`src/tvc_pkg.sv`:
```
package tvc_pkg;

	// register offsets on the programming port
	localparam logic [7:0] ADDR_DETECT   = 8'h10;
	localparam logic [7:0] ADDR_CONTRAST = 8'h11;
	localparam logic [7:0] ADDR_DIV_MSB  = 8'h13;
	localparam logic [7:0] ADDR_REF_LOW  = 8'h14;
	localparam logic [7:0] ADDR_FB_LOW   = 8'h15;
	localparam logic [7:0] ADDR_CLK_SEL  = 8'h17;

	// reset values
	localparam logic [7:0] RST_DETECT   = 8'h00;
	localparam logic [2:0] RST_CONTRAST = 3'h3;
	localparam logic [4:0] RST_DIV_MSB  = 5'h00;
	localparam logic [7:0] RST_REF_LOW  = 8'h41;
	localparam logic [7:0] RST_FB_LOW   = 8'h80;
	localparam logic [5:0] RST_CLK_SEL  = 6'h00;

	// connection detect field positions
	localparam int BIT_TRIGGER     = 0;
	localparam int BIT_COMP_OPEN   = 1;
	localparam int BIT_CHROMA_OPEN = 2;
	localparam int BIT_LUMA_OPEN   = 3;

	// divider overflow field positions
	localparam int BIT_REF_MSB = 0;
	localparam int BIT_FB_B8   = 1;
	localparam int BIT_FB_B9   = 2;
	localparam int DIV_MSB_W   = 5;

	// clock output select field positions
	localparam int SRC_LSB   = 0;
	localparam int SHIFT_LSB = 3;
	localparam int CLK_SEL_W = 6;

	// widths
	localparam int REF_DIV_W = 9;
	localparam int FB_DIV_W  = 10;
	localparam int GAIN_W    = 3;
	localparam int LUMA_W    = 8;
	localparam int HALF_W    = 4;

	// power state encoding that allows sensing
	localparam logic [2:0] POWER_NORMAL = 3'h3;

	// clock source codes
	localparam logic [2:0] SRC_CRYSTAL  = 3'h0;
	localparam logic [2:0] SRC_OSC_DIV  = 3'h2;
	localparam logic [2:0] SRC_FIELD_ID = 3'h3;

	// post divide codes, divisor given in half units
	localparam logic [2:0] SHF_RESERVED = 3'h1;
	localparam logic [3:0] HALF_2P5 = 4'h5;
	localparam logic [3:0] HALF_3P5 = 4'h7;
	localparam logic [3:0] HALF_4P0 = 4'h8;
	localparam logic [3:0] HALF_4P5 = 4'h9;
	localparam logic [3:0] HALF_5P0 = 4'ha;
	localparam logic [3:0] HALF_6P0 = 4'hc;
	localparam logic [3:0] HALF_7P0 = 4'he;
	localparam logic [3:0] HALF_OFF = 4'h0;

	// contrast curve constants
	localparam logic [7:0] BLACK_OFF_3 = 8'h66;
	localparam logic [7:0] BLACK_OFF_2 = 8'h39;
	localparam logic [7:0] BLACK_OFF_1 = 8'h1e;
	localparam logic [5:0] NUM_5_4   = 6'h05;
	localparam logic [5:0] NUM_9_8   = 6'h09;
	localparam logic [5:0] NUM_17_16 = 6'h11;
	localparam logic [5:0] NUM_3_2   = 6'h03;
	localparam logic [5:0] NUM_UNITY = 6'h01;
	localparam logic [2:0] SHR_4  = 3'h2;
	localparam logic [2:0] SHR_8  = 3'h3;
	localparam logic [2:0] SHR_16 = 3'h4;
	localparam logic [2:0] SHR_2  = 3'h1;
	localparam logic [2:0] SHR_1  = 3'h0;
	localparam logic [7:0] LUMA_MAX = 8'hff;

	// clock mode encoding
	localparam logic [1:0] MODE_MASTER = 2'h0;
	localparam logic [1:0] MODE_PSEUDO = 2'h1;
	localparam logic [1:0] MODE_SLAVE  = 2'h2;
	localparam logic [9:0] SLAVE_FB    = 10'h001;
	localparam logic [9:0] DIV_BIAS    = 10'h002;

	// timing
	localparam int CLK_MHZ  = 250;
	localparam int SETTLE_NS = 1000;
	localparam int SETTLE_CYCLES = (SETTLE_NS * CLK_MHZ) / 1000;

	typedef enum logic [1:0] {
		TVC_IDLE,
		TVC_SENSING,
		TVC_SETTLE
	} tvc_state_t;

endpackage : tvc_pkg

```
`src/tvc_regs.sv`:
```
`timescale 1ns/1ns
module tvc_regs
	import tvc_pkg::*;
#(
	parameter int SETTLE = SETTLE_CYCLES
) (
	// clock and reset
	input  wire logic                 clk,
	input  wire logic                 sys_rst,
	// register port
	input  wire logic                 reg_wr,
	input  wire logic                 reg_rd,
	input  wire logic [7:0]           reg_addr,
	input  wire logic [7:0]           reg_wdata,
	output logic      [7:0]           reg_rdata,
	output logic                      reg_rvalid,
	// system state from other register groups
	input  wire logic [2:0]           power_state_select,
	input  wire logic                 pin_function_select,
	input  wire logic [1:0]           clock_mode,
	input  wire logic [3:0]           slave_clock_multiplier,
	// analog sense interface
	input  wire logic                 luma_above_pin,
	input  wire logic                 chroma_above_pin,
	input  wire logic                 composite_above_pin,
	output logic                      sense_current_en,
	output logic                      sync_suppress,
	output logic                      sense_done,
	// luma path
	input  wire logic [LUMA_W-1:0]    luma_in,
	input  wire logic                 luma_in_valid,
	output logic      [LUMA_W-1:0]    luma_out,
	output logic                      luma_out_valid,
	// pll divider values
	output logic      [REF_DIV_W-1:0] pll_ref_div,
	output logic      [FB_DIV_W-1:0]  pll_fb_div,
	output logic      [FB_DIV_W-1:0]  pll_mult_term,
	output logic      [FB_DIV_W-1:0]  pll_div_term,
	// shared clock / data start pin
	input  wire logic                 crystal_pin,
	input  wire logic                 field_id,
	input  wire logic                 shared_pin_in,
	output logic                      shared_pin_out,
	output logic                      shared_pin_oe_n,
	output logic                      data_start
);
	import tvc_pkg::*;

	// register storage
	logic [GAIN_W-1:0]    contrast_gain;
	logic [DIV_MSB_W-1:0] div_msb;
	logic [7:0]           ref_low;
	logic [7:0]           fb_low;
	logic [CLK_SEL_W-1:0] clk_sel;
	logic                 luma_open_flag;
	logic                 chroma_open_flag;
	logic                 composite_open_flag;

	// synchronisers
	logic [2:0] cmp_meta;
	logic [2:0] cmp_sync;
	logic       xtal_meta;
	logic       xtal_sync;
	logic       pin_meta;
	logic       pin_sync;

	// sense sequence
	tvc_state_t                   state;
	logic [$clog2(SETTLE+1)-1:0]  settle_cnt;
	logic                         wr_detect;
	logic                         power_normal;

	// clock output
	logic [2:0]        clock_source_select;
	logic [2:0]        post_divide_select;
	logic [HALF_W-1:0] output_divisor;
	logic              osc_div;
	logic              next_pin_out;

	// contrast
	logic [LUMA_W-1:0] next_luma;

	function automatic logic [5:0] gain_num(input logic [2:0] code);
		case (code)
			3'h0:    gain_num = NUM_5_4;
			3'h1:    gain_num = NUM_9_8;
			3'h2:    gain_num = NUM_17_16;
			3'h4:    gain_num = NUM_17_16;
			3'h5:    gain_num = NUM_9_8;
			3'h6:    gain_num = NUM_5_4;
			3'h7:    gain_num = NUM_3_2;
			default: gain_num = NUM_UNITY;
		endcase
	endfunction : gain_num

	function automatic logic [2:0] gain_shr(input logic [2:0] code);
		case (code)
			3'h0:    gain_shr = SHR_4;
			3'h1:    gain_shr = SHR_8;
			3'h2:    gain_shr = SHR_16;
			3'h4:    gain_shr = SHR_16;
			3'h5:    gain_shr = SHR_8;
			3'h6:    gain_shr = SHR_4;
			3'h7:    gain_shr = SHR_2;
			default: gain_shr = SHR_1;
		endcase
	endfunction : gain_shr

	function automatic logic [7:0] gain_off(input logic [2:0] code);
		case (code)
			3'h0:    gain_off = BLACK_OFF_3;
			3'h1:    gain_off = BLACK_OFF_2;
			3'h2:    gain_off = BLACK_OFF_1;
			default: gain_off = 8'h00;
		endcase
	endfunction : gain_off

	function automatic logic [HALF_W-1:0] half_divisor(input logic [2:0] code);
		case (code)
			3'h0:    half_divisor = HALF_2P5;
			3'h2:    half_divisor = HALF_3P5;
			3'h3:    half_divisor = HALF_4P0;
			3'h4:    half_divisor = HALF_4P5;
			3'h5:    half_divisor = HALF_5P0;
			3'h6:    half_divisor = HALF_6P0;
			3'h7:    half_divisor = HALF_7P0;
			default: half_divisor = HALF_OFF;
		endcase
	endfunction : half_divisor

	assign wr_detect    = reg_wr && (reg_addr == ADDR_DETECT);
	assign power_normal = (power_state_select == POWER_NORMAL);

	// register writes; reserved overflow bits are plain storage
	always_ff @(posedge clk) begin
		if (sys_rst) begin
			contrast_gain <= RST_CONTRAST;
			div_msb       <= RST_DIV_MSB;
			ref_low       <= RST_REF_LOW;
			fb_low        <= RST_FB_LOW;
			clk_sel       <= RST_CLK_SEL;
		end else if (reg_wr) begin
			case (reg_addr)
				ADDR_CONTRAST: contrast_gain <= reg_wdata[GAIN_W-1:0];
				ADDR_DIV_MSB:  div_msb       <= reg_wdata[DIV_MSB_W-1:0];
				ADDR_REF_LOW:  ref_low       <= reg_wdata;
				ADDR_FB_LOW:   fb_low        <= reg_wdata;
				ADDR_CLK_SEL:  clk_sel       <= reg_wdata[CLK_SEL_W-1:0];
				default: begin
				end
			endcase
		end
	end

	// register reads
	always_ff @(posedge clk) begin
		if (sys_rst) begin
			reg_rdata  <= 8'h00;
			reg_rvalid <= 1'b0;
		end else begin
			reg_rvalid <= reg_rd;
			reg_rdata  <= 8'h00;
			if (reg_rd) begin
				case (reg_addr)
					ADDR_DETECT: begin
						// trigger bit is write-only and reads zero
						reg_rdata[BIT_LUMA_OPEN]   <= luma_open_flag;
						reg_rdata[BIT_CHROMA_OPEN] <= chroma_open_flag;
						reg_rdata[BIT_COMP_OPEN]   <= composite_open_flag;
					end
					ADDR_CONTRAST: reg_rdata <= {{(8-GAIN_W){1'b0}}, contrast_gain};
					ADDR_DIV_MSB:  reg_rdata <= {{(8-DIV_MSB_W){1'b0}}, div_msb};
					ADDR_REF_LOW:  reg_rdata <= ref_low;
					ADDR_FB_LOW:   reg_rdata <= fb_low;
					ADDR_CLK_SEL:  reg_rdata <= {{(8-CLK_SEL_W){1'b0}}, clk_sel};
					default:       reg_rdata <= 8'h00;
				endcase
			end
		end
	end

	// comparator pins, crystal pin and shared pin
	always_ff @(posedge clk) begin
		if (sys_rst) begin
			cmp_meta  <= 3'h0;
			cmp_sync  <= 3'h0;
			xtal_meta <= 1'b0;
			xtal_sync <= 1'b0;
			pin_meta  <= 1'b0;
			pin_sync  <= 1'b0;
		end else begin
			cmp_meta  <= {luma_above_pin, chroma_above_pin, composite_above_pin};
			cmp_sync  <= cmp_meta;
			xtal_meta <= crystal_pin;
			xtal_sync <= xtal_meta;
			pin_meta  <= shared_pin_in;
			pin_sync  <= pin_meta;
		end
	end

	// sense sequence
	always_ff @(posedge clk) begin
		if (sys_rst) begin
			state      <= TVC_IDLE;
			settle_cnt <= '0;
		end else begin
			case (state)
				TVC_IDLE: begin
					if (wr_detect && reg_wdata[BIT_TRIGGER] && power_normal) begin
						state <= TVC_SENSING;
					end
				end
				TVC_SENSING: begin
					if (wr_detect && !reg_wdata[BIT_TRIGGER]) begin
						state      <= TVC_SETTLE;
						settle_cnt <= '0;
					end
				end
				TVC_SETTLE: begin
					// let the levels pass the synchroniser and settle
					if (settle_cnt == ($clog2(SETTLE+1))'(SETTLE)) begin
						state <= TVC_IDLE;
					end else begin
						settle_cnt <= settle_cnt + 1'b1;
					end
				end
				default: state <= TVC_IDLE;
			endcase
		end
	end

	// analog controls during sensing
	always_ff @(posedge clk) begin
		if (sys_rst) begin
			sense_current_en <= 1'b0;
			sync_suppress    <= 1'b0;
		end else begin
			sense_current_en <= (state == TVC_SENSING);
			sync_suppress    <= (state == TVC_SENSING);
		end
	end

	// open flags: above threshold means no load attached
	always_ff @(posedge clk) begin
		if (sys_rst) begin
			luma_open_flag      <= 1'b0;
			chroma_open_flag    <= 1'b0;
			composite_open_flag <= 1'b0;
			sense_done          <= 1'b0;
		end else begin
			if (state == TVC_SETTLE && settle_cnt == ($clog2(SETTLE+1))'(SETTLE)) begin
				luma_open_flag      <= cmp_sync[2];
				chroma_open_flag    <= cmp_sync[1];
				composite_open_flag <= cmp_sync[0];
				sense_done          <= 1'b1;
			end else if (state == TVC_SENSING) begin
				sense_done <= 1'b0;
			end
		end
	end

	// contrast curve
	always_comb begin
		logic signed [16:0] diff;
		logic signed [16:0] prod;
		logic signed [16:0] scaled;
		// full width before the product so bright inputs cannot wrap
		diff   = $signed({9'h000, luma_in}) - $signed({9'h000, gain_off(contrast_gain)});
		prod   = diff * $signed({11'h000, gain_num(contrast_gain)});
		scaled = prod >>> gain_shr(contrast_gain);
		if (scaled < 0) begin
			next_luma = 8'h00;
		end else if (scaled > $signed({9'h000, LUMA_MAX})) begin
			next_luma = LUMA_MAX;
		end else begin
			next_luma = scaled[LUMA_W-1:0];
		end
	end

	always_ff @(posedge clk) begin
		if (sys_rst) begin
			luma_out       <= '0;
			luma_out_valid <= 1'b0;
		end else begin
			luma_out_valid <= luma_in_valid;
			if (luma_in_valid) begin
				luma_out <= next_luma;
			end
		end
	end

	// pll divider values
	always_ff @(posedge clk) begin
		if (sys_rst) begin
			pll_ref_div   <= {RST_DIV_MSB[BIT_REF_MSB], RST_REF_LOW};
			pll_fb_div    <= {RST_DIV_MSB[BIT_FB_B9], RST_DIV_MSB[BIT_FB_B8], RST_FB_LOW};
			pll_mult_term <= '0;
			pll_div_term  <= '0;
		end else begin
			if (clock_mode == MODE_SLAVE) begin
				pll_ref_div <= {{(REF_DIV_W-4){1'b0}}, slave_clock_multiplier};
				pll_fb_div  <= SLAVE_FB;
			end else begin
				pll_ref_div <= {div_msb[BIT_REF_MSB], ref_low};
				pll_fb_div  <= {div_msb[BIT_FB_B9], div_msb[BIT_FB_B8], fb_low};
			end
			// master and pseudo-master ratio terms (N+2) and (M+2)
			pll_mult_term <= {div_msb[BIT_FB_B9], div_msb[BIT_FB_B8], fb_low} + DIV_BIAS;
			pll_div_term  <= {1'b0, div_msb[BIT_REF_MSB], ref_low} + DIV_BIAS;
		end
	end

	// buffered clock output
	assign clock_source_select = clk_sel[SRC_LSB +: 3];
	assign post_divide_select  = clk_sel[SHIFT_LSB +: 3];
	assign output_divisor      = (post_divide_select == SHF_RESERVED) ? HALF_OFF
		: half_divisor(post_divide_select);

	tvc_half_div #(
		.W (HALF_W)
	) u_half_div (
		.clk      (clk),
		.sys_rst  (sys_rst),
		.half_div (output_divisor),
		.div_out  (osc_div)
	);

	always_comb begin
		case (clock_source_select)
			SRC_CRYSTAL:  next_pin_out = xtal_sync;
			SRC_OSC_DIV:  next_pin_out = osc_div;
			SRC_FIELD_ID: next_pin_out = field_id;
			default:      next_pin_out = 1'b0; // test selections stay quiet
		endcase
	end

	always_ff @(posedge clk) begin
		if (sys_rst) begin
			shared_pin_out  <= 1'b0;
			shared_pin_oe_n <= 1'b1;
			data_start      <= 1'b0;
		end else begin
			shared_pin_out  <= pin_function_select ? 1'b0 : next_pin_out;
			shared_pin_oe_n <= pin_function_select;
			data_start      <= pin_function_select ? pin_sync : 1'b0;
		end
	end

endmodule : tvc_regs

```
`src/tvc_half_div.sv`:
```
`timescale 1ns/1ns
// fractional divider: average output period is half_div/2 input cycles
module tvc_half_div #(
	parameter int W = 4
) (
	// clock and reset
	input  wire logic         clk,
	input  wire logic         sys_rst,
	// control
	input  wire logic [W-1:0] half_div,
	// output
	output logic              div_out
);
	logic [W+1:0] acc;
	logic [W+1:0] next_acc;
	logic         run;

	assign run = (half_div != '0);

	// four half units per cycle; toggling per wrap gives period half_div/2
	always_comb begin
		next_acc = acc + (W+2)'(4);
		if (next_acc >= {2'b00, half_div}) begin
			next_acc = next_acc - {2'b00, half_div};
		end
	end

	always_ff @(posedge clk) begin
		if (sys_rst || !run) begin
			acc     <= '0;
			div_out <= 1'b0;
		end else begin
			acc <= next_acc;
			if ((acc + (W+2)'(4)) >= {2'b00, half_div}) begin
				div_out <= ~div_out;
			end
		end
	end

endmodule : tvc_half_div

```
`config.mk`:
```
export PLATFORM = sky130hd
export DESIGN_NAME = tvc_regs
export DESIGN_NICKNAME = d
export VERILOG_FILES = /design/src/tvc_pkg.sv /design/src/tvc_regs.sv /design/src/tvc_half_div.sv
export SDC_FILE = /design/constraint.sdc
export NUM_CORES = 1
export LEC_CHECK = 0
export BUFFER_PORTS_ARGS = -buffer_cell sky130_fd_sc_hd__buf_2
export CAP_MARGIN = 20
export CORE_MARGIN = 2
export CORE_UTILIZATION = 50
export DETAILED_ROUTE_END_ITERATION = 6
export GPL_ROUTABILITY_DRIVEN = 0
export GPL_TIMING_DRIVEN = 1
export PLACE_DENSITY = 0.69
export SYNTH_ARGS = -nofsm -noshare
export SYNTH_HDL_FRONTEND = slang
export SYNTH_SLANG_ARGS = --single-unit
```
`constraint.sdc`:
```
create_clock -name clk -period 21 [get_ports clk]
set_input_delay 2.1 -clock clk [delete_from_list [all_inputs] [get_ports clk]]
set_output_delay 2.1 -clock clk [all_outputs]
set_load 0.005 [all_outputs]
```
# Word level (Yosys, flattened, before mapping)
# Cells that the tools add are included.
# W data, S select, Z words.
word_totals:
  ff_bits: 122
  input_bits: 45
  out_inout_bits: 63
  elab_cells: 129
op_classes:
  add_sub_neg: 6
  mul: 1
  n_lt_le_gt_ge: 3
  eq_ne: 30
  shifts: 1
  muxes: 23
  bitwise_logic: 3
  reduce_logical: 29
op_table:
  columns: ["op", "n"]
  rows:
  - ["$eq A8 B5 Y1 const B", 6]
  - ["$mux W8", 5]
  - ["$pmux W4 S7", 1]
  - ["$eq A3 B3 Y1 const B", 8]
  - ["$pmux W7 S3", 1]
  - ["$pmux W5 S4", 1]
  - ["$eq A3 B2 Y1 const B", 6]
  - ["$pmux W3 S6", 1]
  - ["$gt A17 B9 Y1 const B", 1]
  - ["$lt A17 B1 Y1 const B", 1]
  - ["$sshr A15 B3 Y17", 1]
  - ["$pmux W4 S4", 1]
  - ["$pmux W8 S2", 1]
  - ["$mul A9 B6 Y15", 1]
  - ["$reduce_or A2 Y1", 7]
  - ["$pmux W3 S4", 1]
  - ["$add A10 B2 Y10 const B", 1]
  - ["$add A9 B2 Y10 const B", 1]
  - ["$reduce_and A2 Y1", 5]
  - ["$logic_not A3 Y1", 3]
  - ["$sub A8 B7 Y9", 1]
  - ["$add A8 B1 Y8 const B", 1]
  - ["$eq A8 B8 Y1 const B", 1]
  - ["$ne A2 B2 Y1 const B", 4]
  - ["22 further kinds", 36]

# Longest topological paths before layout
# Gate-level depths: netlist of run 1.
logic_depth:
  ltp_word: 8
  ltp_mapped: 32
  depth_no_buf: 27

# Hierarchy
# From an unflattened synthesis of run 1, not the netlist that was laid out.
unflattened:
  cells_unflattened: 863
  hier_area_um2: 7273.2
by_module_without_submodules:
  columns: ["module", "instances", "cells_per_inst", "area_per_inst_um2", "seq_area_each_um2"]
  rows:
  - ["tvc_regs", 1, 800, 6726.5, 2302.2]
  - ["tvc_half_div", 1, 63, 546.8, 140.1]

# Worst setup path after synthesis of run 1
# OpenSTA, ideal clock, no wires.
synth_timing:
  path_type: "input-to-reg"
  start: "in luma_in[0]"
  end: "reg luma_out[1]"
  setup_time_ns: 0.079
  t_arrival_ns: 7.524
  required_time_ns: 20.921
  slack_ns: 13.397
  path_stages: 27
  path_buffers: 2
  cell_sequence: "inv_1 ha_1 fa_1 inv_1 a21oi_1 o21bai_1 a21oi_1 o21bai_1 and2_1 or3_1 clkbuf_1 inv_1 fa_1 inv_1 fa_1 inv_1 fa_1 ha_1 buf_2 a21o_1 a22o_1 o21ai_1 o311a_1 mux2_2 a31oi_1 o31ai_4 o211ai_1"
synth_between:
  elab_chain_cells: 6
  elab_cells_between_ends: 7
  classes_between: "add/sub (1); mul (1); order compare (2); shift (1); mux (2)"
synth_lines:
  columns: ["item", "line", "source"]
  rows:
  - ["start, declared", "tvc_regs.sv:30", "input wire logic [LUMA_W-1:0] luma_in,"]
  - ["$sub A8 B7 Y9 *", "tvc_regs.sv:268", "diff = $signed({9'h000, luma_in}) - $signed({9'h000, gain_off(contrast_gain)});"]
  - ["$mul A9 B6 Y15 *", "tvc_regs.sv:269", "prod = diff * $signed({11'h000, gain_num(contrast_gain)});"]
  - ["$sshr A15 B3 Y17 *", "tvc_regs.sv:270", "scaled = prod >>> gain_shr(contrast_gain);"]
  - ["$gt A17 B9 Y1", "tvc_regs.sv:273", "end else if (scaled > $signed({9'h000, LUMA_MAX})) begin"]
  - ["$mux W8", "tvc_regs.sv:273", null]
  - ["$mux W8 *", "tvc_regs.sv:271", "if (scaled < 0) begin"]
  - ["end signal, assigned", "tvc_regs.sv:287", "luma_out <= next_luma;"]
  - ["end, declared", "tvc_regs.sv:32", "output logic [LUMA_W-1:0] luma_out,"]
# Every way passes the cells marked *; elsewhere a longest branch is shown, timed or not.
# A chain may end at the register's enable or synchronous reset.

# Worst setup path in the final report of run 1
layout_timing:
  start: "reg contrast_gain[0]"
  end: "reg luma_out[2]"
layout_between:
  elab_chain_cells: 8
  elab_cells_between_ends: 20
  classes_between: "add/sub (1); mul (1); order compare (2); eq/ne (6); shift (1); mux (5); reduce/logical (4)"
layout_lines:
  columns: ["item", "line", "source"]
  rows:
  - ["start, declared", "tvc_regs.sv:50", "logic [GAIN_W-1:0] contrast_gain;"]
  - ["start signal, assigned", "tvc_regs.sv:144", "ADDR_CONTRAST: contrast_gain <= reg_wdata[GAIN_W-1:0];"]
  - ["$eq A3 B2 Y1, or another cell as far along", "tvc_regs.sv:84, tvc_regs.sv:97, tvc_regs.sv:110", null]
  - ["$pmux W7 S3 / $reduce_or A2 Y1 (equally long branches)", null, null]
  - ["$sub A8 B7 Y9 / $pmux W5 S4 (equally long branches)", "tvc_regs.sv:268, tvc_regs.sv:84", null]
  - ["$mul A9 B6 Y15", "tvc_regs.sv:269", null]
  - ["$sshr A15 B3 Y17 *", "tvc_regs.sv:270", null]
  - ["$gt A17 B9 Y1", "tvc_regs.sv:273", null]
  - ["$mux W8", "tvc_regs.sv:273", null]
  - ["$mux W8 *", "tvc_regs.sv:271", null]
# Marked as above.

==> impl_results.md, run 1 <==
* Leakage power at 3.795 nW
* Post-Route WL at 18100 um
* Top-area cell type share of the netlist area at around a third
* Max-slew headroom at between 30 and 40%
* Setup_tns at 0 ns
* Worst-Margin Slew at 1.002 ns
* Hold Crit Class: reg2reg
* Post-cts gate resize count at 0
* Worst Reg2Reg Path Length in Cells at 26
* Maximum Capacitance Violations at 0
* Met3 wire len at 982 um
* Number of synthesized flops with an enable pin at 0
* Num Clock Sinks at 122
* Postcts setup bufs at 0
* Status: complete, no violations
* Detail-routed net length per standard cell at 15.63 um
* Pin count of the biggest net entering global routing at 54
* RSZ-0062 raised after global routing: no
* Fin nets at 1078
* Dpl hpwl at 13520 um
* Clock Skew at around 0.018 ns
* Reg2Reg Launch Point: contrast_gain[0]
* Hold Crit Depth at 2
* DR WL met2 at 8542 um
* H-tree Lvls at 4
* CTS Buf Count at 17
* TritonCTS clock tree: built
* Ys Warns at 0
* Worst vdd ir at 0.07002 mV
* Hold Fails Final Rpt at 0
* Area delta synth->final at 16.86%
* Final Max Slew Viols at 0
* Routed Antenna Nets at 0
* Top FF cell, synth: dfxtp_1
* Synthesized net count at just under 1000
* PwrDens at 74.67 nW/um^2
* Gr ovfl total at 0
* Number of buffers on the longest clock path at 2
* R2R Path End: luma_out[2]
* Die ar. at 15500 um^2
* Core ar. at 14370 um^2
* DR vias at 6377
* Critical Path Start Type: flop
* Syn Inst Count at 866
* Pint at ~0.00046 W
* Adder and majority gate portion of the synthesized area at approximately 16%
* Share of layout cells above drive strength 1 at roughly 16%
* Worst setup EP type: flop
* Mapped Area at between 7000 and 8000 um^2
* Sw Share at 26.82%
* Post-synthesis mux area share at around 2.1%
* Most frequent cells in the layout: dfxtp_1 (122), buf_2 (107), nor2_1 (98), nand2_1 (80), inv_1 (69)
* Number of vias per cell at 5.507
* IO Count at 108
* Cts hold-fix bufs at 0
* Synth unique cells at 59
* Most common cell after layout, fill and taps aside: dfxtp_1
* 1st-iter DRT viols at ~400
* CP arrival at 8.35 ns
* Yosys top cell by area: dfxtp_1
* Clock root buffer: clkbuf_16
* Mean post-synth cell area at 8.383 um^2
* Sequential Power Share at 39.1%
* Residual DRC at 0
* R2R Setup Slk at around 13 ns
* Combinational fraction of design power at 16.6%
* Synth Area in Compound Gates at between 15 and 20%
* Initial antenna violation count at 2
* Net Switching at 0.0001699 W
* M1 wire length at roughly 8400 um
* DRT Pass-1 Iters at 5
* FMAX at 123.7 MHz
* Synth area leaders: dfxtp_1 (34%), fa_1 (8.3%), ha_1 (7.6%), nor2_1 (5.1%), a21oi_1 (4.4%)
* Register bit total from synthesis at 122
* First-pass GRT wire length at approximately 30000 um
* Clock power frac at between 40% and 50%
* Synth Area in Simple Gates at 21.68%
* Row count at 44
* Crit path time final at 8.084 ns
* Die extent in y at 124.5 um
* Die width at 124.5 um
* Crit path required time at 21.27 ns
* Worst-skew pair later-pin latency at 0.41 ns
* Tot GR Track Use at 23.61%
* Post-Synth XOR/XNOR Area at under 10%
* Setup violators final at 0
* Hold EP: data_start
* Critical path type: reg2reg
* Clk slew on worst S/H paths at ~0.060 ns
* Synth async-reset ratio at 0%
* Vias in the first global route at 6091
* Starting Density at 50.52%
* PortBufs at 107
* Sequential element share of the synthesized area at 33.64%
* Fin crit share at 38.50%
* Min-delay src: pin_sync
* Pwr Total at 0.0006335 W
* Highest metal layer with signal wires: met5
* Crit Path Max Fanout at 12
* Largest family of logic cells by synthesized area: simple AND/OR/NAND/NOR gates
## area by class of cell
type | instances | area [um^2]
fillers | 1318 | 5886
clock inverters | 14 | 147.6
repair buffers | 111 | 565.5
diodes | 2 | 5.005
flip-flops and latches | 122 | 2442
clock buffers | 18 | 429.2
inverters | 69 | 259.0
well taps | 184 | 230.2
multi-input cells | 638 | 4404
## power by group through the flow
stage,Sequential (W),Combinational [W],Clock [W]
after detailed placement,0.000253,0.000104,0
after global routing,0.000249,0.000119,0.000297
after floorplan,0.000252,0.0000805,0
after global placement,0.000253,0.000103,0
after CTS,0.000248,0.000106,0.000285
final,0.000248,0.000105,0.000280
## worst max path at each step
stage / from / endpoint / slack [ns]
after floorplan: luma_in[0] / luma_out[1] / 13.40
after global placement: luma_in[1] / luma_out[1] / 13.01
after detailed placement: luma_in[1] / luma_out[2] / 12.82
after CTS: contrast_gain[0] / luma_out[2] / 13.00
after global routing: contrast_gain[0] / luma_out[1] / 12.26
final: contrast_gain[0] / luma_out[2] / 12.92
## logic make-up (layout without fill, tap and decap cells)
family,Yosys count,in the layout
other,0,2
XOR/XNOR,38,38
buffers and inverters,106,212
AO/OA/AOI/OAI,183,183
multiplexers,15,15
adder cells (fa/ha/maj),74,74
AND/OR/NAND/NOR,328,328
flip-flops,122,122
## cells in the mapped netlist (all sizes together), types with 2 or more instances
cell type / count
clkbuf: 29
o22ai: 2
a22oi: 15
nor4: 4
or3: 10
ha: 44
a311oi: 2
nand2: 80
a211o: 7
o21ai: 23
a21o: 14
o21bai: 3
and2: 17
a21oi: 64
nand2b: 13
inv: 69
dfxtp: 122
xor2: 18
nor2: 98
nor4b: 2
nor2b: 21
or2: 4
mux2: 2
a22o: 2
nand4: 2
nand3: 46
o32ai: 2
xnor2: 20
a211oi: 8
a31oi: 12
and3: 10
mux2i: 13
o21a: 4
buf: 8
o211ai: 13
fa: 30
a221oi: 2
nor3: 17
## registers in the layout, summed over array words and instances (netlist names), 2 cells and up
signal / flops
u_half_div.acc: 6
reg_rdata: 8
cmp_sync: 3
luma_out: 8
fb_low: 8
contrast_gain: 3
clk_sel: 6
pll_ref_div: 9
div_msb: 5
cmp_meta: 3
pll_mult_term: 10
settle_cnt: 8
ref_low: 8
pll_fb_div: 10
pll_div_term: 10
state: 2
## layer usage
| layer | vias up | track usage (%) |
|---|---|---|
| li1 | 3157 | - |
| met1 | 3011 | 31.54 |
| met2 | 187 | 39.15 |
| met3 | 20 | 4.940 |
| met4 | 2 | 5.948 |
| met5 | - | 0 |
## worst max-delay path, stage by stage, from the launching register on
cell and delay (ns):
dfxtp_1 0.61, nand2b_1 0.24, xor2_1 0.62, nand2_1 0.57, a21o_1 0.33, ha_1 0.27
inv_1 0.10, a21oi_1 0.06, o21ai_0 0.22, a21oi_1 0.12, o21a_1 0.18, o21ai_0 0.40
nand2_1 0.17, fa_1 0.57, inv_1 0.05, fa_1 0.47, inv_1 0.05, fa_1 0.47
ha_1 0.37, and2_4 0.19, a221oi_1 0.32, a21oi_1 0.15, or3_1 0.36, a311oi_1 0.28
o211ai_1 0.22, o31ai_4 0.38, o211ai_1 0.14
## per-stage QoR
stage / std cells / hold slack (ns) / util (%) / worst slack, ns / cell area (um^2)
final: 1158 / 0.4263 / 59.04 / 12.92 / 8483
after global placement: 1123 / 0.4205 / 54.94 / 13.01 / 7894
after CTS: 1155 / 0.4293 / 58.95 / 13.00 / 8471
after floorplan: 866 / 0.4020 / - / 13.40 / 7259
after detailed placement: 1123 / 0.4113 / 54.94 / 12.82 / 7894
after global routing: 1156 / 0.4503 / 59.00 / 12.26 / 8478
Note: power is estimated with default switching activity, not from simulation.
==> inputs of run 2 (changes only) <==
==> constraint.sdc (replaced) <==
create_clock -name clk -period 8.25 [get_ports clk]
set_input_delay 0.825 -clock clk [delete_from_list [all_inputs] [get_ports clk]]
set_output_delay 0.825 -clock clk [all_outputs]
set_load 0.005 [all_outputs]
==> run 2 against run 1 <==
Net effect:
- sequential power rose to 2.5 times the previous value
- global-route usage fell by 0.43 points
- non-clock buffer count grew 2
- cell area up 0.52%
- setup slack got worse by 12 ns
- critical endpoint unchanged
- clock skew is 0.0078 ns lower
==> impl_results.md, run 2 (synthesized netlist as in run 1, its figures left out) <==
* Status: complete, no violations (unchanged)
* Hold Crit Class: reg2reg (unchanged)
* CP arrival at 7.78 ns (was 8.35 ns)
* DR WL met2 at 8345 um (was 8542 um)
* DR vias at 6346 (was 6377)
* M1 wire length at 8078 um (was 8401 um)
* Worst Reg2Reg Path Length in Cells at 27 (was 26)
* Area delta synth->final at 17.46% (was 16.86%)
* Leakage power at 3.815 nW (was 3.795 nW)
* # placed instances at 1126 (was 1123)
* Fill cells at 1320 (was 1318)
* DRT Pass-1 Iters at 6 (was 5)
* Critical path type: reg2reg (unchanged)
* Clock power frac at 45.9% (was 44.3%)
* TritonCTS clock tree: built (unchanged)
* FMAX at 133.1 MHz (was 123.7 MHz)
* Largest regs: pll_div_term: 10 flops, pll_fb_div: 10 flops, pll_mult_term: 10 flops (unchanged)
* Crit path time final at 7.513 ns (was 8.084 ns)
* PortBufs at 107 (unchanged)
* Met3 wire len at 1051 um (was 982 um)
* Highest metal layer with signal wires: met5 (unchanged)
* Worst-skew pair later-pin latency at 0.41 ns (about the same)
* Cts hold-fix bufs at 0 (unchanged)
* Pwr Total at 0.001657 W (was 0.0006335 W)
* H-tree Lvls at 4 (unchanged)
* RSZ-0062 raised after global routing: no (unchanged)
* Worst-Margin Slew at 1.026 ns (was 1.002 ns)
* Clk slew on worst S/H paths at 0.05 ns (was 0.06 ns)
* Postcts setup bufs at 0 (unchanged)
* Fin nets at 1080 (was 1078)
* Fin crit share at 91.07% (was 38.50%)
* 1st-iter DRT viols at 450 (was 404)
* Initial antenna violation count at 2 (unchanged)
* Detail-routed net length per standard cell at 15.32 um (was 15.63 um)
* Gr ovfl total at 0 (unchanged)
* Tot GR Track Use at 23.18% (was 23.61%)
* Dpl hpwl at 13280 um (was 13520 um)
* Maximum Capacitance Violations at 0 (unchanged)
* Crit path required time at 8.51 ns (was 21.27 ns)
* Hold Fails Final Rpt at 0 (unchanged)
* Sw Share at 25.20% (was 26.82%)
* Die ar. at 15500 um^2 (unchanged)
* Number of buffers on the longest clock path at 2 (unchanged)
* Routed Antenna Nets at 0 (unchanged)
* Setup slack after layout at 0.7367 ns (was 12.92 ns)
* Hold Crit Depth at 2 (unchanged)
* Share of layout cells above drive strength 1 at 15.83% (was 15.95%)
* Num Clock Sinks at 122 (unchanged)
* PwrDens at 194.3 nW/um^2 (was 74.67 nW/um^2)
* Worst vdd ir at 0.1279 mV (was 0.07002 mV)
* Worst setup EP type: flop (unchanged)
* Max-slew headroom at 31.22% (was 32.87%)
* Number of vias per cell at 5.480 (was 5.507)
* Vias in the first global route at 6149 (was 6091)
* Pint at 0.001239 W (was 0.0004635 W)
* Post-cts gate resize count at 0 (unchanged)
* Cell Area, Placed at 7916 um^2 (was 7894 um^2)
* IO Count at 108 (unchanged)
* Clock Skew at 0.01054 ns (was 0.01839 ns)
* CTS Buf Count at 17 (unchanged)
* Die width at 124.5 um (unchanged)
* Worst slack at placement at 0.8177 ns (was 12.82 ns)
* Most common cell after layout, fill and taps aside: dfxtp_1 (unchanged)
* Post-Route WL at 17740 um (was 18100 um)
* Net Switching at 0.0004175 W (was 0.0001699 W)
* Most frequent cells in the layout: dfxtp_1 (122), buf_2 (107), nor2_1 (98), nand2_1 (80), inv_1 (69) (unchanged)
* Final cell count without fillers at 1158 (unchanged)
* Die extent in y at 124.5 um (unchanged)
* Core ar. at 14370 um^2 (unchanged)
* Clock root buffer: clkbuf_16 (unchanged)
* Residual DRC at 0 (unchanged)
* Critical Path Start Type: flop (unchanged)
* Pin count of the biggest net entering global routing at 88 (was 54)
* Cell area after layout at 8527 um^2 (was 8483 um^2)
* Row count at 44 (unchanged)
* Starting Density at 50.52% (unchanged)
* Setup violators final at 0 (unchanged)
* First-pass GRT wire length at 29660 um (was 29930 um)
* Final Max Slew Viols at 0 (unchanged)
* Sequential Power Share at 38.1% (was 39.1%)
* Crit Path Max Fanout at 12 (unchanged)
* Combinational fraction of design power at 16.0% (was 16.6%)
* Setup_tns at 0 ns (unchanged)
-- run 2: cell count changes in the layout (fill, tap and decap cells not counted) --
| cell | change |
|---|---|
| clkinv_4 | -2 |
| clkinv_2 | -2 |
| clkbuf_1 | +2 |
| buf_4 | +3 |
| clkbuf_4 | -1 |
| inv_6 | -1 |
| bufinv_16 | +2 |
| diode_2 | -1 |
-- run 2: final timing paths --
| check | slack [ns] | start | end |
|---|---|---|---|
| worst min register to register | 0.43 | pin_sync | data_start |
| worst max register to register | 0.74 | contrast_gain[0] | luma_out[2] |
| worst min-delay path | 0.43 | pin_sync | data_start |
| worst max-delay path | 0.74 | contrast_gain[0] | luma_out[2] |
-- run 2: power by group through the flow --
stage / Sequential (W) / Combinational [W] / Clock, W
final: 0.000632 / 0.000265 / 0.000760
after detailed placement: 0.000644 / 0.000265 / 0
after global routing: 0.000635 / 0.000301 / 0.000794
after global placement: 0.000644 / 0.000263 / 0
after CTS: 0.000632 / 0.000268 / 0.000770
after floorplan: 0.000642 / 0.000205 / 0
-- run 2: final cells by class --
type	count	area, um^2	share of cell area, %
Antenna cell	1	2.502	0.02935
Inverter	69	259.0	3.037
Tap cell	184	230.2	2.700
Timing Repair Buffer	113	580.6	6.809
Sequential cell	122	2442	28.64
Clock inverter	11	171.4	2.010
Clock buffer	20	436.7	5.121
Multi-Input combinational cell	638	4404	51.65
-- run 2: routing by layer --
metal,up-vias,track usage (%)
met5,-,0
li1,3164,-
met4,2,6.609
met2,192,38.86
met1,2964,30.02
met3,24,5.241
-- run 2: critical path: stages, from the launching register on --
cell and delay [ns]:
dfxtp_1 0.52, nand2b_1 0.22, xor2_1 0.59, nand2_1 0.10, buf_4 0.22, a21o_1 0.19, ha_1 0.27, inv_1 0.09
a21oi_1 0.06, o21ai_0 0.23, a21oi_1 0.12, o21a_1 0.18, o21ai_0 0.39, nand2_1 0.18, fa_1 0.56, inv_1 0.05
fa_1 0.47, inv_1 0.05, fa_1 0.47, ha_1 0.38, and2_4 0.20, a221oi_1 0.34, a21oi_1 0.15, or3_1 0.36
a311oi_1 0.27, o211ai_1 0.20, o31ai_4 0.39, o211ai_1 0.15
-- run 2: metrics by stage --
step                      utilization [%]  hold slack [ns]
after global routing                59.33           0.4476
after global placement              55.09           0.4169
after floorplan                         -           0.4020
after detailed placement            55.09           0.4131
final                               59.34           0.4282
after CTS                           59.33           0.4287
==> inputs of run 3 (changes only) <==
--- a/config.mk
+++ b/config.mk
@@ -13,6 +13,7 @@
 export GPL_ROUTABILITY_DRIVEN = 0
 export GPL_TIMING_DRIVEN = 1
 export PLACE_DENSITY = 0.69
+export REMOVE_ABC_BUFFERS = 1
 export SYNTH_ARGS = -nofsm -noshare
 export SYNTH_HDL_FRONTEND = slang
 export SYNTH_SLANG_ARGS = --single-unit
==> run 3 against run 2 <==
Net effect:
- setup slack about the same
- register-to-register slack about the same
- first-iteration DRC count decreased by 13%
- core utilization decreased by 0.26 points
- sequential power about the same
- non-clock buffer count increased by 2
- combinational power about the same
- cell area decreased by 0.44%
- total power decreased by 3.5%
- sequential cell count unchanged
- critical path type unchanged
- critical endpoint is now luma_out[3]
- largest cell class unchanged
==> impl_results.md, run 3 (synthesized netlist as in run 1, its figures left out) <==
* Status: complete, no violations (unchanged)
* Crit Path Max Fanout at 12 (unchanged)
* Area delta synth->final at 16.94% (was 17.46%)
* Most frequent cells in the layout: dfxtp_1 (122), buf_2 (107), nor2_1 (98), nand2_1 (80), inv_1 (69) (unchanged)
* H-tree Lvls at 4 (unchanged)
* IO Count at 108 (unchanged)
* Crit path required time at 8.52 ns (was 8.51 ns)
* Clk slew on worst S/H paths at 0.05 ns (about the same)
* # placed instances at 1128 (was 1126)
* Setup_tns at 0 ns (unchanged)
* Final cell count without fillers at 1159 (was 1158)
* RSZ-0062 raised after global routing: no (unchanged)
* Max-slew headroom at 40.87% (was 31.22%)
* Dpl hpwl at 12820 um (was 13280 um)
* DRT Pass-1 Iters at 5 (was 6)
* Post-cts gate resize count at 0 (unchanged)
* Maximum Capacitance Violations at 0 (unchanged)
* Starting Density at 50.52% (unchanged)
* Clock root buffer: clkbuf_16 (unchanged)
* First-pass GRT wire length at 29300 um (was 29660 um)
* DR vias at 6361 (was 6346)
* Crit-path max cell delay at 0.61 ns (was 0.59 ns)
* Vias in the first global route at 6093 (was 6149)
* Number of vias per cell at 5.488 (was 5.480)
* Max stage delay cell, worst path: xor2_1 (unchanged)
* FMAX at 133.1 MHz (about the same)
* Leakage power at 3.813 nW (was 3.815 nW)
* Hold Crit Class: reg2reg (unchanged)
* Largest regs: pll_div_term: 10 flops, pll_fb_div: 10 flops, pll_mult_term: 10 flops (unchanged)
* Initial antenna violation count at 0 (was 2)
* Critical Path Start Type: flop (unchanged)
* Final Max Slew Viols at 0 (unchanged)
* Tot GR Track Use at 22.91% (was 23.18%)
* Number of buffers on the longest clock path at 2 (unchanged)
* CTS Buf Count at 17 (unchanged)
* Crit path time final at 7.513 ns (about the same)
* Die width at 124.5 um (unchanged)
* Cts hold-fix bufs at 0 (unchanged)
* Postcts setup bufs at 0 (unchanged)
* Critical path type: reg2reg (unchanged)
* Reg2Reg Launch Point: contrast_gain[0] (unchanged)
* Fill cells at 1333 (was 1320)
* Core ar. at 14370 um^2 (unchanged)
* PwrDens at 188.4 nW/um^2 (was 194.3 nW/um^2)
* Worst-skew pair later-pin latency at 0.41 ns (about the same)
* Post-Route WL at 17350 um (was 17740 um)
* CP arrival at 7.79 ns (was 7.78 ns)
* TritonCTS clock tree: built (unchanged)
* Worst Reg2Reg Path Length in Cells at 27 (unchanged)
* Residual DRC at 0 (unchanged)
* R2R Setup Slk at 0.74 ns (about the same)
* Row count at 44 (unchanged)
* Fin crit share at 91.07% (about the same)
* Die extent in y at 124.5 um (unchanged)
* Hold Fails Final Rpt at 0 (unchanged)
* Num Clock Sinks at 122 (unchanged)
* Cell Area, Placed at 7931 um^2 (was 7916 um^2)
* Routed Antenna Nets at 0 (unchanged)
* PortBufs at 107 (unchanged)
* Die ar. at 15500 um^2 (unchanged)
* Fin nets at 1082 (was 1080)
* Clock Skew at 0.007948 ns (was 0.01054 ns)
* Gr ovfl total at 0 (unchanged)
* Most common cell after layout, fill and taps aside: dfxtp_1 (unchanged)
* Share of layout cells above drive strength 1 at 16.31% (was 15.83%)
* Worst vdd ir at 0.1972 mV (was 0.1279 mV)
* Hold Crit Depth at 2 (unchanged)
* Antenna cell count at 0 (was 1)
* Hold EP: data_start (unchanged)
* Worst hold slack at 0.4323 ns (was 0.4282 ns)
* Pin count of the biggest net entering global routing at 47 (was 88)
* Cell area after layout at 8489 um^2 (was 8527 um^2)
* 1st-iter DRT viols at 390 (was 450)
* Detail-routed net length per standard cell at 14.97 um (was 15.32 um)
* Worst setup EP type: flop (unchanged)
* R2R Path End: luma_out[3] (was luma_out[2])
* Setup violators final at 0 (unchanged)
* Worst-Margin Slew at 0.8837 ns (was 1.026 ns)
* Min-delay src: pin_sync (unchanged)
-- run 3: critical path, delay by kind of cell (launching register included) --
| kind | cells | cell delay [ns] |
|---|---|---|
| XOR/XNOR | 1 | 0.61 |
| flip-flops | 1 | 0.53 |
| adder cells (fa/ha/maj) | 5 | 2.16 |
| buffers and inverters | 4 | 0.41 |
| AND/OR/NAND/NOR | 5 | 1.03 |
| AO/OA/AOI/OAI | 12 | 2.63 |
-- run 3: worst max-delay path by stage --
stage | start | end | slack, ns | depth (start not counted)
final | contrast_gain[0] | luma_out[3] | 0.74 | 27
after global routing | contrast_gain[0] | luma_out[7] | 0.06 | 27
after CTS | contrast_gain[0] | luma_out[3] | 0.75 | 27
after detailed placement | contrast_gain[0] | luma_out[6] | 0.78 | 27
after global placement | contrast_gain[0] | luma_out[1] | 0.99 | 27
after floorplan | contrast_gain[0] | luma_out[1] | 1.45 | 26
-- run 3: per-layer routing --
layer	vias up	track usage (%)	part of all wire, %
li1	3152	-	-
met1	2979	32.33	48
met2	210	35.26	44
met3	20	4.381	6.4
met4	0	7.865	1.4
met5	-	0	0
-- run 3: stage by stage --
stage | total power, W | utilization (%) | worst slack [ns]
after global placement | 0.0009044 | 55.20 | 0.9875
after CTS | 0.001606 | 59.08 | 0.7501
after detailed placement | 0.0009073 | 55.20 | 0.7814
final | 0.001599 | 59.08 | 0.7368
after global routing | 0.001670 | 59.08 | 0.06484
after floorplan | 0.0008363 | - | 1.452
-- run 3: where the power goes --
group / internal [W] / total (W) / switching (W)
clock: 0.000437 / 0.000701 / 0.000263
sequential: 0.000616 / 0.000632 / 0.0000162
combinational: 0.000120 / 0.000266 / 0.000146
total: 0.00117 / 0.00160 / 0.000426
-- run 3: area by class of cell --
type / instances / area (um^2) / area share, %
Clock buffer: 17 / 425.4 / 5.011
Clock inverter: 14 / 132.6 / 1.562
Inverter: 69 / 259.0 / 3.051
Multi-Input combinational cell: 638 / 4404 / 51.88
Sequential cell: 122 / 2442 / 28.77
Tap cell: 184 / 230.2 / 2.712
Timing Repair Buffer: 115 / 595.6 / 7.015
